## src/rtl/paging_regs.vh

```
// register offsets, field positions and timing constants for the paging and nvm block
`ifndef PAGING_REGS_VH
`define PAGING_REGS_VH
`define ADDR_WINDOW_BASE 8'hC9
`define ADDR_BANK_SELECT 8'hCB
`define ADDR_NVM_CONTROL 8'hDF
`define NVM_CONTROL_RESET 8'h00
`define WIN_LO 8'h40
`define WIN_HI 8'h7F
`define BANK_HI 8'h3F
`define BIT_PROGRAM_ENABLE 0
`define BIT_PROGRAM_BUSY 1
`define BIT_ROW_MODE 2
`define BIT_ROW_START 3
`define BIT_STANDBY 6
`define BIT_NVM_PAGE0 0
`define BIT_NVM_PAGE1 1
`define BIT_RAM_PAGE1 3
`define BIT_RAM_PAGE2 4
`define PROGRAM_TIME_NS 32'd5000000
`define CLK_PERIOD_NS 32'd50
`define PROGRAM_CYCLES (`PROGRAM_TIME_NS / `CLK_PERIOD_NS)
`define ROW_BYTES 8
`define ROW_LAST 3'h7
`endif

```

## src/rtl/data_space_paging_eeprom_ctrl.v

```verilog
// data-space paging, rom window and nvm controller
`timescale 1ns/1ps
`include "paging_regs.vh"
module data_space_paging_eeprom_ctrl #(
  parameter [31:0] PROGRAM_CYCLES = `PROGRAM_CYCLES // programming length in clocks
) (
  input wire clk, // core clock, 20 MHz
  input wire srst, // synchronous reset, active high
  input wire ce, // clock enable, freezes state when low
  input wire [7:0] cpu_addr, // data-space address
  input wire cpu_rd, // read strobe, one cycle
  input wire cpu_wr, // write strobe, one cycle
  input wire [7:0] cpu_wdata, // write data
  output reg [7:0] cpu_rdata, // read data, one cycle after strobe
  output reg cpu_rvalid, // read data valid pulse
  output reg cpu_sel_ext, // this block answered the read
  output reg [12:0] pm_addr, // program memory address
  output reg pm_rd, // program memory read strobe
  input wire [7:0] pm_rdata, // program memory data, same cycle
  output reg [6:0] nvm_addr, // nvm array address, page and offset
  output reg [7:0] nvm_wdata, // nvm array write data
  output reg nvm_wr, // nvm array write strobe
  output reg nvm_rd, // nvm array read strobe
  input wire [7:0] nvm_rdata, // nvm array read data, same cycle
  output reg nvm_power_down, // nvm standby level
  output reg [6:0] ram_addr, // extra ram address, page and offset
  output reg [7:0] ram_wdata, // extra ram write data
  output reg ram_wr, // extra ram write strobe
  output reg ram_rd, // extra ram read strobe
  input wire [7:0] ram_rdata, // extra ram read data, same cycle
  output reg program_busy // busy level
);
  // ------------------------------------------------------------
  // register state
  // ------------------------------------------------------------
  // software-visible registers
  reg [6:0] rom_window_base;
  reg [7:0] low_bank_select;
  reg program_enable;
  reg row_mode_enable;
  reg row_program_start;
  reg nvm_standby;
  // sequencer and row state
  reg row_locked;
  reg [2:0] row_addr;
  reg nvm_page;
  reg [2:0] state;
  reg [2:0] next_state;
  reg [2:0] slot;
  reg [7:0] byte_data;
  reg [5:0] byte_addr;
  wire [7:0] latch_data [0:`ROW_BYTES-1];
  wire [`ROW_BYTES-1:0] latch_written;
  wire timer_running;
  wire timer_done;

  localparam [2:0] ST_IDLE = 3'b001;
  localparam [2:0] ST_BYTE = 3'b010;
  localparam [2:0] ST_ROW = 3'b100;
  // reset image of the control register
  wire [7:0] ctl_reset = `NVM_CONTROL_RESET;

  // ------------------------------------------------------------
  // decode
  // ------------------------------------------------------------
  // window and bank regions
  wire in_window = (cpu_addr >= `WIN_LO) && (cpu_addr <= `WIN_HI);
  wire in_bank = (cpu_addr <= `BANK_HI);
  // bank select bits
  wire sel_nvm0 = low_bank_select[`BIT_NVM_PAGE0];
  wire sel_nvm1 = low_bank_select[`BIT_NVM_PAGE1];
  wire sel_ram1 = low_bank_select[`BIT_RAM_PAGE1];
  wire sel_ram2 = low_bank_select[`BIT_RAM_PAGE2];
  wire sel_nvm = sel_nvm0 | sel_nvm1;
  wire sel_ram = sel_ram1 | sel_ram2;
  wire busy = (state != ST_IDLE);
  // nvm reachable only selected, awake and idle
  wire nvm_ok = in_bank && sel_nvm && !nvm_standby && !busy;
  wire row_hit = !row_locked || (cpu_addr[5:3] == row_addr);
  // one-hot latch slot of the current address
  wire [`ROW_BYTES-1:0] slot_hit = {{(`ROW_BYTES-1){1'b0}}, 1'b1} << cpu_addr[2:0];
  // control register writes
  wire wr_ctl = cpu_wr && (cpu_addr == `ADDR_NVM_CONTROL);
  wire ctl_ok = wr_ctl && !busy;
  wire set_row_mode = ctl_ok && cpu_wdata[`BIT_ROW_MODE] && !row_mode_enable;
  // start needs enable and row mode already set
  wire start_row = ctl_ok && cpu_wdata[`BIT_ROW_START] && program_enable && row_mode_enable;
  // nvm array writes
  wire nvm_write = cpu_wr && nvm_ok && program_enable;
  wire byte_write = nvm_write && !row_mode_enable;
  wire row_write = nvm_write && row_mode_enable && row_hit;

  // ------------------------------------------------------------
  // row latches
  // ------------------------------------------------------------
  // one latch per byte of the row
  genvar gi;
  generate
    for (gi = 0; gi < `ROW_BYTES; gi = gi + 1) begin : g_latch
      row_latch u_latch (
        .clk(clk),
        .srst(srst),
        .ce(ce),
        .clear(set_row_mode),
        .load(row_write && slot_hit[gi]),
        .din(cpu_wdata),
        .data(latch_data[gi]),
        .written(latch_written[gi])
      );
    end
  endgenerate

  // one timer paces both byte and row cycles
  program_timer #(
    .CYCLES(PROGRAM_CYCLES)
  ) u_timer (
    .clk(clk),
    .srst(srst),
    .ce(ce),
    .start((state == ST_IDLE) && (byte_write || start_row)),
    .running(timer_running),
    .done(timer_done)
  );

  // ------------------------------------------------------------
  // programming state machine
  // ------------------------------------------------------------
  // next state from start requests and timer end
  always @* begin
    next_state = state;
    case (state)
      ST_IDLE: begin
        if (start_row) begin
          next_state = ST_ROW;
        end else if (byte_write) begin
          next_state = ST_BYTE;
        end
      end
      ST_BYTE: begin
        // hold one clock past the timer so busy covers the commit
        if (!timer_running && !timer_done) begin
          next_state = ST_IDLE;
        end
      end
      ST_ROW: begin
        if (timer_done && (slot == `ROW_LAST)) begin
          next_state = ST_IDLE;
        end
      end
      default: begin
        next_state = ST_IDLE;
      end
    endcase
  end

  // state, control bits and row lock
  always @(posedge clk) begin
    if (srst) begin
      state <= ST_IDLE;
      program_enable <= ctl_reset[`BIT_PROGRAM_ENABLE];
      row_mode_enable <= ctl_reset[`BIT_ROW_MODE];
      row_program_start <= ctl_reset[`BIT_ROW_START];
      nvm_standby <= ctl_reset[`BIT_STANDBY];
      row_locked <= 1'b0;
      row_addr <= 3'h0;
      nvm_page <= 1'b0;
      byte_data <= 8'h00;
      byte_addr <= 6'h00;
    end else if (ce) begin
      state <= next_state;
      if (ctl_ok) begin
        // control writes only while idle
        program_enable <= cpu_wdata[`BIT_PROGRAM_ENABLE];
        nvm_standby <= cpu_wdata[`BIT_STANDBY];
        row_mode_enable <= cpu_wdata[`BIT_ROW_MODE];
        if (start_row) begin
          row_program_start <= 1'b1;
        end
        if (!cpu_wdata[`BIT_ROW_MODE]) begin
          row_locked <= 1'b0;
        end
      end
      // first row write locks the row and page
      if (row_write && !row_locked) begin
        row_locked <= 1'b1;
        row_addr <= cpu_addr[5:3];
        nvm_page <= sel_nvm1;
      end
      // byte mode keeps address and data for the commit
      if (byte_write && (state == ST_IDLE)) begin
        byte_data <= cpu_wdata;
        byte_addr <= cpu_addr[5:0];
        nvm_page <= sel_nvm1;
      end
      // end of cycle drops row mode, start and lock
      if ((state != ST_IDLE) && (next_state == ST_IDLE)) begin
        row_program_start <= 1'b0;
        row_mode_enable <= 1'b0;
        row_locked <= 1'b0;
      end
    end
  end

  // row slot walker: one written slot committed per clock during the cycle
  always @(posedge clk) begin
    if (srst) begin
      slot <= 3'h0;
    end else if (ce) begin
      if (state != ST_ROW) begin
        slot <= 3'h0;
      end else if (slot != `ROW_LAST) begin
        slot <= slot + 3'h1;
      end
    end
  end

  // ------------------------------------------------------------
  // window base and bank select
  // ------------------------------------------------------------
  // no reset: both are undefined until software loads them
  always @(posedge clk) begin
    if (ce && cpu_wr && (cpu_addr == `ADDR_WINDOW_BASE)) begin
      rom_window_base <= cpu_wdata[6:0];
    end
    if (ce && cpu_wr && (cpu_addr == `ADDR_BANK_SELECT)) begin
      low_bank_select <= cpu_wdata;
    end
  end

  // ------------------------------------------------------------
  // status outputs and readback
  // ------------------------------------------------------------
  // standby level and busy flag follow the control state
  always @(posedge clk) begin
    if (srst) begin
      nvm_power_down <= ctl_reset[`BIT_STANDBY];
      program_busy <= ctl_reset[`BIT_PROGRAM_BUSY];
    end else if (ce) begin
      nvm_power_down <= nvm_standby;
      program_busy <= (next_state != ST_IDLE);
    end
  end

  // status word: only busy reads back, write-only bits read as zero
  reg [7:0] ctl_status;
  always @* begin
    ctl_status = 8'h00;
    ctl_status[`BIT_PROGRAM_BUSY] = busy;
  end

  // ------------------------------------------------------------
  // array strobes and read path
  // ------------------------------------------------------------
  // all outputs registered; reads answer one clock after the strobe
  always @(posedge clk) begin
    if (srst) begin
      cpu_rdata <= 8'h00;
      cpu_rvalid <= 1'b0;
      cpu_sel_ext <= 1'b0;
      pm_addr <= 13'h0000;
      pm_rd <= 1'b0;
      nvm_addr <= 7'h00;
      nvm_wdata <= 8'h00;
      nvm_wr <= 1'b0;
      nvm_rd <= 1'b0;
      ram_addr <= 7'h00;
      ram_wdata <= 8'h00;
      ram_wr <= 1'b0;
      ram_rd <= 1'b0;
    end else if (ce) begin
      cpu_rvalid <= cpu_rd;
      cpu_sel_ext <= 1'b0;
      cpu_rdata <= 8'h00;
      pm_rd <= 1'b0;
      nvm_rd <= 1'b0;
      nvm_wr <= 1'b0;
      ram_rd <= 1'b0;
      ram_wr <= 1'b0;
      // reads: window first, then ram bank, nvm, status
      if (cpu_rd && in_window) begin
        pm_addr <= {rom_window_base[6:0], cpu_addr[5:0]};
        pm_rd <= 1'b1;
        cpu_rdata <= pm_rdata;
        cpu_sel_ext <= 1'b1;
      end else if (cpu_rd && in_bank && sel_ram) begin
        ram_addr <= {sel_ram2, cpu_addr[5:0]};
        ram_rd <= 1'b1;
        cpu_rdata <= ram_rdata;
        cpu_sel_ext <= 1'b1;
      end else if (cpu_rd && nvm_ok && !row_mode_enable) begin
        nvm_addr <= {sel_nvm1, cpu_addr[5:0]};
        nvm_rd <= 1'b1;
        cpu_rdata <= nvm_rdata;
        cpu_sel_ext <= 1'b1;
      end else if (cpu_rd && (cpu_addr == `ADDR_NVM_CONTROL)) begin
        cpu_rdata <= ctl_status;
        cpu_sel_ext <= 1'b1;
      end
      // ram bank writes pass straight through
      if (cpu_wr && in_bank && sel_ram) begin
        ram_addr <= {sel_ram2, cpu_addr[5:0]};
        ram_wdata <= cpu_wdata;
        ram_wr <= 1'b1;
      end
      // byte commit at the timer end, row commits slot by slot
      if (state == ST_BYTE && timer_done) begin
        nvm_addr <= {nvm_page, byte_addr};
        nvm_wdata <= byte_data;
        nvm_wr <= 1'b1;
      end
      if (state == ST_ROW && timer_running && latch_written[slot]) begin
        nvm_addr <= {nvm_page, row_addr, slot};
        nvm_wdata <= latch_data[slot];
        nvm_wr <= 1'b1;
      end
    end
  end
endmodule

```

## src/rtl/program_timer.v

```verilog
// programming cycle length counter
`timescale 1ns/1ps
module program_timer #(
  parameter [31:0] CYCLES = 32'd100000 // programming cycle length in clocks
) (
  input wire clk, // core clock
  input wire srst, // synchronous reset
  input wire ce, // clock enable
  input wire start, // begin counting
  output reg running, // cycle in progress
  output reg done // one-cycle pulse at end
);
  reg [31:0] count;
  // load on start, count down, pulse done on zero
  always @(posedge clk) begin
    if (srst) begin
      count <= 32'h00000000;
      running <= 1'b0;
      done <= 1'b0;
    end else if (ce) begin
      done <= 1'b0;
      if (start && !running) begin
        count <= CYCLES - 32'h00000001;
        running <= 1'b1;
      end else if (running) begin
        if (count == 32'h00000000) begin
          running <= 1'b0;
          done <= 1'b1;
        end else begin
          count <= count - 32'h00000001;
        end
      end
    end
  end
endmodule

```

## src/rtl/row_latch.v

```verilog
// one volatile row latch: data byte plus written flag
`timescale 1ns/1ps
module row_latch (
  input wire clk, // core clock
  input wire srst, // synchronous reset
  input wire ce, // clock enable
  input wire clear, // clear written flag
  input wire load, // capture byte
  input wire [7:0] din, // byte to capture
  output reg [7:0] data, // held byte
  output reg written // byte was loaded since clear
);
  // capture and flag; load wins over clear
  always @(posedge clk) begin
    if (srst) begin
      data <= 8'h00;
      written <= 1'b0;
    end else if (ce) begin
      if (load) begin
        data <= din;
        written <= 1'b1;
      end else if (clear) begin
        written <= 1'b0;
      end
    end
  end
endmodule

```

## config.mk

```make
export PLATFORM = sky130hd
export DESIGN_NAME = data_space_paging_eeprom_ctrl
export DESIGN_NICKNAME = d
export VERILOG_FILES = /design/src/rtl/data_space_paging_eeprom_ctrl.v /design/src/rtl/program_timer.v /design/src/rtl/row_latch.v
export VERILOG_INCLUDE_DIRS = /design/src /design/src/rtl
export SDC_FILE = /design/constraint.sdc
export NUM_CORES = 1
export LEC_CHECK = 0
export ABC_AREA = 1
export BUFFER_PORTS_ARGS = -buffer_cell sky130_fd_sc_hd__buf_2
export CORE_UTILIZATION = 50
export DETAILED_ROUTE_END_ITERATION = 16
export PLACE_DENSITY = 0.73
export SYNTH_ARGS = -nofsm -noshare
export SYNTH_HDL_FRONTEND = slang
export SYNTH_SLANG_ARGS = --single-unit
```

## constraint.sdc

```tcl
create_clock -name clk -period 3.25 [get_ports clk]
set_input_delay 0.325 -clock clk [delete_from_list [all_inputs] [get_ports clk]]
set_output_delay 0.325 -clock clk [all_outputs]
set_load 0.03 [all_outputs]
```

Word-level counts from Yosys, hierarchy flattened
Cells that the tools add are included.
- $add $sub $neg: 2
- shifts and indexed selects: 1
- $lt $le $gt $ge: 5
- reduce and logical (&&, ||, !) cells: 99
- equal/unequal tests: 18
- multiplexer cells: 65
- bitwise operators: 3
- operators with widths (cell ; number):
    $mux W32 ; 3
    $mux W7 ; 8
    $mux W8 ; 7
    $reduce_and A2 Y1 ; 25
    $logic_and A1 B1 Y1 ; 45
    $mux W1 ; 37
    $logic_not A32 Y1 ; 1
    $sub A32 B1 Y32 const B ; 1
    $reduce_bool A2 Y1 ; 14
    $bmux W8 S3 ; 1
    $eq A8 B8 Y1 const B ; 3
    $mux W3 ; 6
    $ne A3 B1 Y1 const B ; 5
    $pmux W3 S3 ; 1
    $reduce_and A3 Y1 ; 3
    $ge A8 B7 Y1 const B ; 1
    $le A8 B6 Y1 const B ; 1
    $le A8 B7 Y1 const B ; 1
    $shl A1 B3 Y8 const A ; 1
    $eq A3 B1 Y1 const B ; 2
    $eq A3 B3 Y1 const B ; 2
    $logic_not A1 Y1 ; 6
    $ne A3 B3 Y1 const B ; 2
    $reduce_bool A3 Y1 ; 2
    other kinds (12) ; 15
- register bits: 206
- logic and storage cells: 239

Depth between registers and ports, before layout
Gate-level depths: netlist (run 1).
- depth after elaboration: 14
- gate-level depth with buffers: 13
- mapped depth without buffers: 12

By module
From an unflattened synthesis (run 1), not the netlist that was laid out.
- cell total of the unflattened synthesis: 1563
- area total of the unflattened synthesis: 10580.1 µm²
- modules (own cells, without submodules) (module ; times used ; area each (µm²) ; seq. area each (µm²) ; cells an instance):
    data_space_paging_eeprom_ctrl ; 1 ; 5144.9 ; 2092.0 ; 739
    row_latch ; 8 ; 372.9 ; 180.2 ; 55
    program_timer ; 1 ; 2452.4 ; 680.7 ; 384

Worst setup path after synthesis (run 1)
OpenSTA, ideal clock, no wires.
- path kind: in2reg
- from: input cpu_addr[4]
- to: register rom_window_base[0], enable pin
- arrival time: 1381 ps
- data required time: 2870 ps
- stages: 4
- path buffers: 1
- library setup time: 380 ps
- path slack: 1489 ps
- path through: buf_2 nor4_1 nand3_1 nor3_1
- cells in the longest elaborated chain, start to end: 2
- ends and longest elaborated chain (item ; line ; RTL):
    start, declared ; data_space_paging_eeprom_ctrl.v:10 ; input wire [7:0] cpu_addr,
    $eq A8 B8 Y1 (no source line) ; n/a ;
    $logic_and A1 B1 Y1 ; data_space_paging_eeprom_ctrl.v:222 ; if (ce && cpu_wr && (cpu_addr == `ADDR_WINDOW_BASE)) begin
    end signal, assigned ; data_space_paging_eeprom_ctrl.v:223 ; rom_window_base <= cpu_wdata[6:0];
    end, declared ; data_space_paging_eeprom_ctrl.v:37 ; reg [6:0] rom_window_base;
No other way between the ends.
A chain may end at the register's enable or synchronous reset.

Worst setup path in the final report (run 1)
- from: register u_timer.count[0]
- to: register u_timer.count[22]
- cells in the longest elaborated chain, start to end: 4
- elaborated cells between the ends (all ways): 7
- classes of those cells: add/sub (1); eq/ne (1); mux (3); reduce/logical (2)
- ends and longest elaborated chain (item ; line ; RTL):
    start, declared ; program_timer.v:13 ; reg [31:0] count;
    start signal, assigned ; program_timer.v:23 ; count <= CYCLES - 32'h00000001;
    start signal, assigned ; program_timer.v:30 ; count <= count - 32'h00000001;
    $sub A32 B1 Y32 ; program_timer.v:30 ;
    $mux W32 ; program_timer.v:26 ; if (count == 32'h00000000) begin
    $mux W32 ; program_timer.v:25 ; end else if (running) begin
    $mux W32 ; program_timer.v:22 ; if (start && !running) begin
Parallel ways exist; a longest one is shown, timed or not. The select of a mux whose other input is x is not followed.

==> results of run 1 <==
-- synthesized netlist by cell type (6+ instances only) --
library cell	number
edfxtp_1	11
xor2_1	6
a21oi_1	216
nor3_1	13
dfxtp_1	194
clkbuf_1	45
inv_1	160
nand3_1	80
o21ai_0	176
nand4_1	7
xnor2_1	17
buf_2	24
nand2_1	190
nor2_1	139
-- stage by stage --
step	utilization, %	area [µm²]	hold slack (ns)	power, mW	setup slack, ns
after floorplan	-	9480	0.424	2.88	1.49
after global placement	54.9	10000	0.431	3.00	0.883
after detailed placement	54.9	10000	0.435	3.00	0.800
after CTS	59.4	10900	0.104	5.79	0.844
after global routing	59.4	10900	0.137	5.93	0.526
final	59.4	10900	0.122	5.75	0.831
-- routing by layer --
layer  vias up  track usage [%]  wire length (µm)
li1       4512                -                 -
met1      4056             34.6             11600
met2       242             41.4             11200
met3        33             4.13              1450
met4         0             6.71               395
met5         -                0                 0
-- power breakdown --
part | total, mW | switching [mW] | internal [mW]
clock | 2.80 | 1.04 | 1.76
combinational | 0.369 | 0.262 | 0.107
sequential | 2.59 | 0.0230 | 2.56
-- sequential cells by signal, indices dropped and copies added (netlist names), 8 cells and up --
signal,cells
u_timer.count,32
nvm_wdata,8
g_latch.u_latch.written,8
byte_data,8
pm_addr,13
ram_wdata,8
g_latch.u_latch.data,64
cpu_rdata,8
-- logic make-up after synthesis --
kind of cell               after synthesis  share of synthesized area (%)
AOI/OAI and AO/OA                      413                           22.5
xor gates and xnor gates                23                           2.12
adders and majority gates                3                          0.396
buffers and inverters                  242                           10.3
DFF                                    205                           44.4
and+or+nand+nor                        450                           20.3
-- layout by cell type, fill, tap and decap left out, drive strengths merged --
master / n
nand3: 85
a21oi: 217
or2: 1
nor3: 14
a41oi: 1
nor2: 144
xor2: 6
xnor2: 17
nand3b: 2
inv: 163
clkinvlp: 1
nand2: 194
a211oi: 5
o211ai: 4
o21ai: 176
clkbuf: 33
ha: 3
nor4: 3
nand4: 7
bufinv: 4
a21o: 5
o221ai: 1
buf: 117
a21boi: 1
a22oi: 1
edfxtp: 11
a31oi: 1
clkinv: 3
dfxtp: 194
o21a: 1
-- layout make-up --
class | count | area, µm²
Timing Repair Buffer | 117 | 631
Fill cell | 1705 | 7410
Sequential cell | 205 | 4220
Multi-Input combinational cell | 889 | 4290
Clock inverter | 9 | 151
Inverter | 162 | 608
Clock buffer | 33 | 673
Tap cell | 229 | 287
-- worst paths after layout --
| check | from | to | slack [ns] | depth (start not counted) |
|---|---|---|---|---|
| worst max-delay path | u_timer.count[0] | u_timer.count[22] | 0.83 | 10 |
| worst min-delay path | pm_rdata[1] | cpu_rdata[1] | 0.12 | 3 |
| worst max register to register | u_timer.count[0] | u_timer.count[22] | 0.83 | 10 |
| worst min register to register | g_latch[3].u_latch.data[6] | g_latch[3].u_latch.data[6] | 0.44 | 2 |
-- worst max-delay path, delay by kind of cell (launching register included) --
kind,cells,cell delay [ns]
compound gates,1,0.17
fa+ha+maj,1,0.25
buf+inv,2,0.50
flops,1,0.30
simple gates,6,1.11
==> results.yml, run 1 <==
die:
  core_area_um2: 18300
  ios: 105
  initial_core_util_pct: 51.9
  die_w_um: 140
  dieArea_um2: 19500
  num_rows: 49
  die_h_um: 140
routing:
  drc: 0
  antenna_left: 0
  wl_um: 24600
  drt_iter0_markers: 689
  dr.pass1.iters: 5
  vias_per_cell: 5.38
  num_vias: 8843
  wl_per_cell_um: 15.0
run_status:
  outcome: "finished, final reports clean"
timing:
  slew_headroom_pct: 43.3
  fin_crit_sh_pct: 74.4
  layout_min_cycle_time_ns: 2.42
  fmax_mhz: 413
  rsz0062_at_grt: "false"
  worst_slew_pin_slew_ns: 0.848
  clock_skew_ns: 0.00885
  setup_viol: 0
  hold_viol: 0
  fin_tns_setup_ns: 0
  maxSlewViolCount: 0
grt:
  grt_pass1_vias: 8059
  grt_pass1_wl_um: 40400
  grt_max_degree: 66
  antenna_found_initial: 0
  overflow: 0
  grt_usage_pct: 25.3
placement:
  io_buffers: 104
  place_hpwl_um: 16600
  place_congestion: 0.885
  dp.cells: 1602
layout:
  n_antenna_cell: 0
  area_growth_pct: 14.5
  fin_cells: 1644
  drive_above_1_share_pct: 12.4
  nNetsFinal: 1446
clocking:
  clk_path_buf_depth: 3
  hold_buffers: 0
  htree_levels: 1
  root_buffer: "clkbuf_16"
  cts_resized: 0
  cts_buffers: 23
  numClockSinks: 205
  cts_tree: "built"
  clk_pin_slew_ns: 0.06
  cts_setup_buffers: 0
  clkLatencyLatePin_ns: 0.51
synth:
  syn_area_um2: 9480
  synth_cell_types: 39
  synth-async-reset-ratio_pct: 0
  syn_inst: 1336
  netlist.area_leader.share_pct: 41.0
  synth-edff-count: 11
  synth.net_count: 1384
  ys_seq_area_share_pct: 44.4
  yosys_warnings: 0
  synth_ff_type: "dfxtp_1"
  synthTopCellsByArea: "dfxtp_1, a21oi_1, o21ai_0"
  synth_seq_cells: 205
  yosys.area.top_type: "dfxtp_1"
  avgSynthCellArea_um2: 7.10
critical_path:
  end_kind: "flop"
  crit_type: "reg2reg"
  cp.required_ns: 3.68
  crit_top_cell: "nand2_1"
  cp_slowest_cell: "inv_2"
  cp.arrival_ns: 2.85
  critical_path.max_stage_delay_ns: 0.40
  cp_max_fo: 37
  start_kind: "flop"
  path_cells: "inv_1 -> ha_1 -> nand3_1 -> nor2_1 -> nand4_1 -> nand2_1 -> nand2_4 -> inv_2 -> nand2_1 -> a21oi_1"
flow_run:
  cap_violations: 0
pwr:
  power.density_nw_per_um2: 530
  leakagePower_nw: 4.56
  peakVddDrop_mv: 0.403
hold_path:
  hold_class: "in2reg"
Power figures use the tool's default switching activity.
==> inputs of run 2 (changes only) <==
- clock period: 3.25 -> 2.3 ns (I/O delays scaled with it)
==> run 2 against run 1 <==
Compared with the run above: die area did not move; sequential share of layout area fell by 0.093 points; critical path depth fell by 2; worst setup slack got worse by 0.61 ns; wire length rose by 2.3%; first-iteration DRC count rose by 3.8%; register-to-register slack got worse by 0.61 ns.
==> results.yml, run 2 (synthesis results as in run 1) <==
placement:
  pre_cts_ws_ns: 0.251
  place_congestion: 0.902
  io_buffers: 104
  dp.cells: 1625
  place_hpwl_um: 17100
layout:
  largest_reg_flops: 64
  reg.largest.list: "g_latch.u_latch.data x64, u_timer.count x32, pm_addr x13"
  n_antenna_cell: 0
  regArea_um2: 4220
  area_growth_pct: 14.8
  nNetsFinal: 1469
  drive_above_1_share_pct: 13.3
  multi_input_area_um2: 4290
  fill_cells: 1709
  fin_cells: 1660
  final_cell_mix: "a21oi_1, dfxtp_1, nand2_1, o21ai_0, inv_1"
  final_common_cell: "a21oi_1"
  largest-register: "g_latch.u_latch.data"
die:
  initial_core_util_pct: 51.9
  ios: 105
  dieArea_um2: 19500
  die_h_um: 140
  core_area_um2: 18300
  num_rows: 49
  die_w_um: 140
clocking:
  clk_path_buf_depth: 3
  root_buffer: "clkbuf_16"
  numClockSinks: 205
  cts_tree: "built"
  clk_pin_slew_ns: 0.06
  cts_resized: 0
  hold_buffers: 0
  clkLatencyLatePin_ns: 0.52
  cts_setup_buffers: 0
  htree_levels: 1
  cts_buffers: 23
routing:
  drt_iter0_markers: 715
  antenna_left: 0
  num_vias: 8815
  drc: 0
  dr.pass1.iters: 5
  wl_um: 25100
  vias_per_cell: 5.31
  wl_per_cell_um: 15.1
grt:
  grt_pass1_vias: 8133
  grt_usage_pct: 26.2
  grt_max_degree: 83
  antenna_found_initial: 0
  grt_pass1_wl_um: 41800
  overflow: 0
critical_path:
  crit_type: "reg2reg"
  end_kind: "flop"
  cp.arrival_ns: 2.53
  cp_slowest_cell: "dfxtp_1"
  start_kind: "flop"
  cp.required_ns: 2.75
  cp_num_buf_inv: 0
  critical_path.max_stage_delay_ns: 0.41
  path_cells: "nand3_4 -> nor3_1 -> nand2_1 -> nor2_4 -> nand2_1 -> nand3_1 -> nand2_1 -> nor2_1"
  cp_max_fo: 15
  cp_top_family: "simple AND/OR/NAND/NOR gates"
  crit_top_cell: "nand2_1"
pwr:
  power.density_nw_per_um2: 701
  peakVddDrop_mv: 0.503
  leakagePower_nw: 4.60
run_status:
  outcome: "finished, final reports clean"
timing:
  slew_headroom_pct: 52.9
  fin_hold_ws_ns: 0.0174
  hold_viol: 0
  fin_tns_setup_ns: 0
  setup_viol: 0
  layout_min_cycle_time_ns: 2.08
  rsz0062_at_grt: "false"
  fin_crit_sh_pct: 90.4
  worst_slew_pin_slew_ns: 0.707
  maxSlewViolCount: 0
  clock_skew_ns: 0.0190
  fmax_mhz: 481
  worst_slack_ns: 0.221
flow_run:
  cap_violations: 0
hold_path:
  hold_class: "in2reg"
==> run 2: layout make-up <==
class	instances	area share (%)
Clock buffer	33	6.09
Clock inverter	2	0.230
Inverter	162	5.61
Multi-Input combinational cell	889	39.4
Sequential cell	205	38.7
Tap cell	229	2.63
Timing Repair Buffer	140	7.27
==> run 2: metal layers <==
metal  vias to the layer above  GRT usage (%)  wire length [µm]
met5                         -              0                 0
met4                         0           7.63               665
met2                       218           43.5             11500
met3                        41           3.51              1220
met1                      4005           35.3             11800
li1                       4551              -                 -
==> run 2: worst min-delay path, stage by stage <==
cell and delay (ns):
buf_2 0.08, o211ai_1 0.08, a21oi_1 0.11
==> run 2: metrics by stage <==
| stage | area [µm²] | utilization, % | power (mW) |
|---|---|---|---|
| 4_1_cts | 10900 | 59.6 | 7.66 |
| 3_5_place_dp | 10200 | 55.8 | 4.26 |
| 6_report | 10900 | 59.6 | 7.62 |
| 5_1_grt | 10900 | 59.6 | 7.86 |
| 2_1_floorplan | 9480 | - | 4.07 |
| 3_3_place_gp | 10200 | 55.8 | 4.26 |
==> run 2: path summary, 6_finish.rpt <==
path                     start            to  slack, ns  cells past startpoint
setup / recovery      state[0]   nvm_addr[1]       0.22                      8
hold / removal     pm_rdata[7]  cpu_rdata[7]       0.02                      3
setup reg to reg      state[0]   nvm_addr[1]       0.22                      8
hold reg to reg   byte_data[7]  byte_data[7]       0.44                      2
==> run 2: report_power, final <==
part,leakage (nW),switching [mW],total [mW],internal [mW]
logic,2.60,0.387,0.549,0.162
registers,1.67,0.0229,3.64,3.62
clock network,0.339,1.44,3.43,1.99
total,4.60,1.85,7.62,5.77
==> inputs of run 3 (changes only) <==
- CORE_UTILIZATION: 50 -> 45
- PLACE_DENSITY: 0.73 -> 0.67
- clock period: 2.3 -> 2.57 ns (I/O delays scaled with it)
==> run 3 against run 2 <==
Compared with the run above: combinational power is 11% lower; critical endpoint is now u_timer.count[21]; clock power fell by 7.3%; critical path depth is 2 higher; cell area is 0.26% higher; wire length decreased by 2.0%.
==> results.yml, run 3 (synthesis results as in run 1) <==
run_status:
  outcome: "finished, final reports clean"
grt:
  overflow: 0
  met1_usage_pct: 33.8
  grt_max_degree: 61
  grt_pass1_vias: 7950
  grt_usage_pct: 22.9
  grtUsageMet2_pct: 34.8
  grt_busiest_layer: "met2"
  antenna_found_initial: 0
  met3_usage_pct: 4.13
  grt_pass1_wl_um: 40900
pwr:
  leakagePower_nw: 4.58
  power.density_nw_per_um2: 635
  peakVddDrop_mv: 0.662
timing:
  worst_slack_ns: 0.342
  fin_crit_sh_pct: 86.7
  fin_tns_setup_ns: 0
  rsz0062_at_grt: "false"
  layout_min_cycle_time_ns: 2.23
  maxSlewViolCount: 0
  slew_headroom_pct: 46.8
  worst_slew_pin_slew_ns: 0.797
  hold_viol: 0
  clock_skew_ns: 0.0289
  fmax_mhz: 449
  setup_viol: 0
layout:
  final_cell_mix: "a21oi_1, dfxtp_1, nand2_1, o21ai_0, inv_1"
  final_common_cell: "a21oi_1"
  largest_reg_flops: 64
  area_growth_pct: 15.1
  largest-register: "g_latch.u_latch.data"
  nNetsFinal: 1458
  drive_above_1_share_pct: 13.1
  fill_cells: 2039
  reg.largest.list: "g_latch.u_latch.data x64, u_timer.count x32, pm_addr x13"
  n_antenna_cell: 0
clocking:
  htree_levels: 1
  hold_buffers: 0
  cts_tree: "built"
  cts_buffers: 22
  numClockSinks: 205
  clk_pin_slew_ns: 0.06
  cts_setup_buffers: 0
  clk_path_buf_depth: 3
  clkLatencyLatePin_ns: 0.52
  cts_resized: 0
  root_buffer: "clkbuf_16"
placement:
  place_hpwl_um: 17300
  io_buffers: 104
  pre_cts_ws_ns: 0.319
  place_congestion: 0.887
critical_path:
  crit_type: "reg2reg"
  cp.arrival_ns: 2.64
  cp_num_buf_inv: 2
  reg2reg_slack_ns: 0.34
  critical_path.max_stage_delay_ns: 0.30
  path_cells: "inv_1 -> ha_1 -> nand3_1 -> nor2_1 -> nand4_1 -> nand2_1 -> nand2_4 -> clkinv_2 -> nand2_1 -> a21oi_1"
  cp_max_fo: 25
  start_kind: "flop"
  cp.required_ns: 2.99
  crit_top_cell: "nand2_1"
  cp_slowest_cell: "dfxtp_1"
  cp_top_family: "simple AND/OR/NAND/NOR gates"
  end_kind: "flop"
routing:
  wl_um: 24600
  drt_iter0_markers: 666
  wl_per_cell_um: 14.5
  antenna_left: 0
  vias_per_cell: 5.16
  drc: 0
  num_vias: 8740
  dr.pass1.iters: 8
flow_run:
  cap_violations: 0
die:
  dieArea_um2: 21700
  die_w_um: 147
  core_area_um2: 20400
  num_rows: 52
  die_h_um: 147
  ios: 105
  initial_core_util_pct: 46.4
hold_path:
  hold_class: "in2reg"
## run 3: changes by cell type in the layout (fill, tap and decap cells not counted)
cell        previous run  this run
clkbuf_8               5         6
inv_4                  1         0
buf_4                 36        25
clkinv_4               0         2
clkinvlp_4             0         1
buf_12                 0         1
clkbuf_16             23        22
bufinv_16              0         1
clkbuf_1               5         4
inv_16                 1         0
clkinv_2               1         3
clkinv_8               0         1
## run 3: worst min-delay path, delay by kind of cell
family	cells	cell delay, ns
buffers and inverters	1	0.08
AO/OA/AOI/OAI	2	0.19
## run 3: cell type report
| class | count | area, µm² | share of cell area, % |
|---|---|---|---|
| timing repair buffer | 130 | 728 | 6.67 |
| tap | 270 | 338 | 3.10 |
| inverter | 162 | 609 | 5.58 |
| clock buffer | 32 | 648 | 5.94 |
| clock inverter | 7 | 81.3 | 0.745 |
| multi-input combinational | 889 | 4290 | 39.3 |
| sequential | 205 | 4220 | 38.6 |
## run 3: layer usage
metal	wire length, µm	vias to the layer above
met2	10400	233
met3	1560	29
met4	372	0
met1	12300	3950
met5	0	-
li1	-	4528
## run 3: stage by stage
| step | power (mW) | hold WS, ns | util (%) | area (µm²) | instances |
|---|---|---|---|---|---|
| 6_report | 6.93 | 0.0503 | 53.4 | 10900 | 1695 |
| 5_1_grt | 7.15 | 0.0555 | 53.4 | 10900 | 1695 |
| 4_1_cts | 6.97 | 0.0387 | 53.4 | 10900 | 1695 |
| 3_5_place_dp | 3.82 | 0.435 | 49.8 | 10200 | 1656 |
| 3_3_place_gp | 3.81 | 0.432 | 49.8 | 10200 | 1656 |
| 2_1_floorplan | 3.64 | 0.356 | - | 9480 | 1336 |
## run 3: worst paths after layout
kind              depth (start not counted)                 to              from
hold reg to reg                           2       byte_data[4]      byte_data[4]
setup reg to reg                         10  u_timer.count[21]  u_timer.count[0]
hold / removal                            3       cpu_rdata[1]       pm_rdata[1]
setup / recovery                         10  u_timer.count[21]  u_timer.count[0]
## run 3: report_power, final
part / switching, mW / internal [mW]
clock network: 1.32 / 1.86
logic: 0.348 / 0.144
registers: 0.0229 / 3.24
total: 1.69 / 5.24
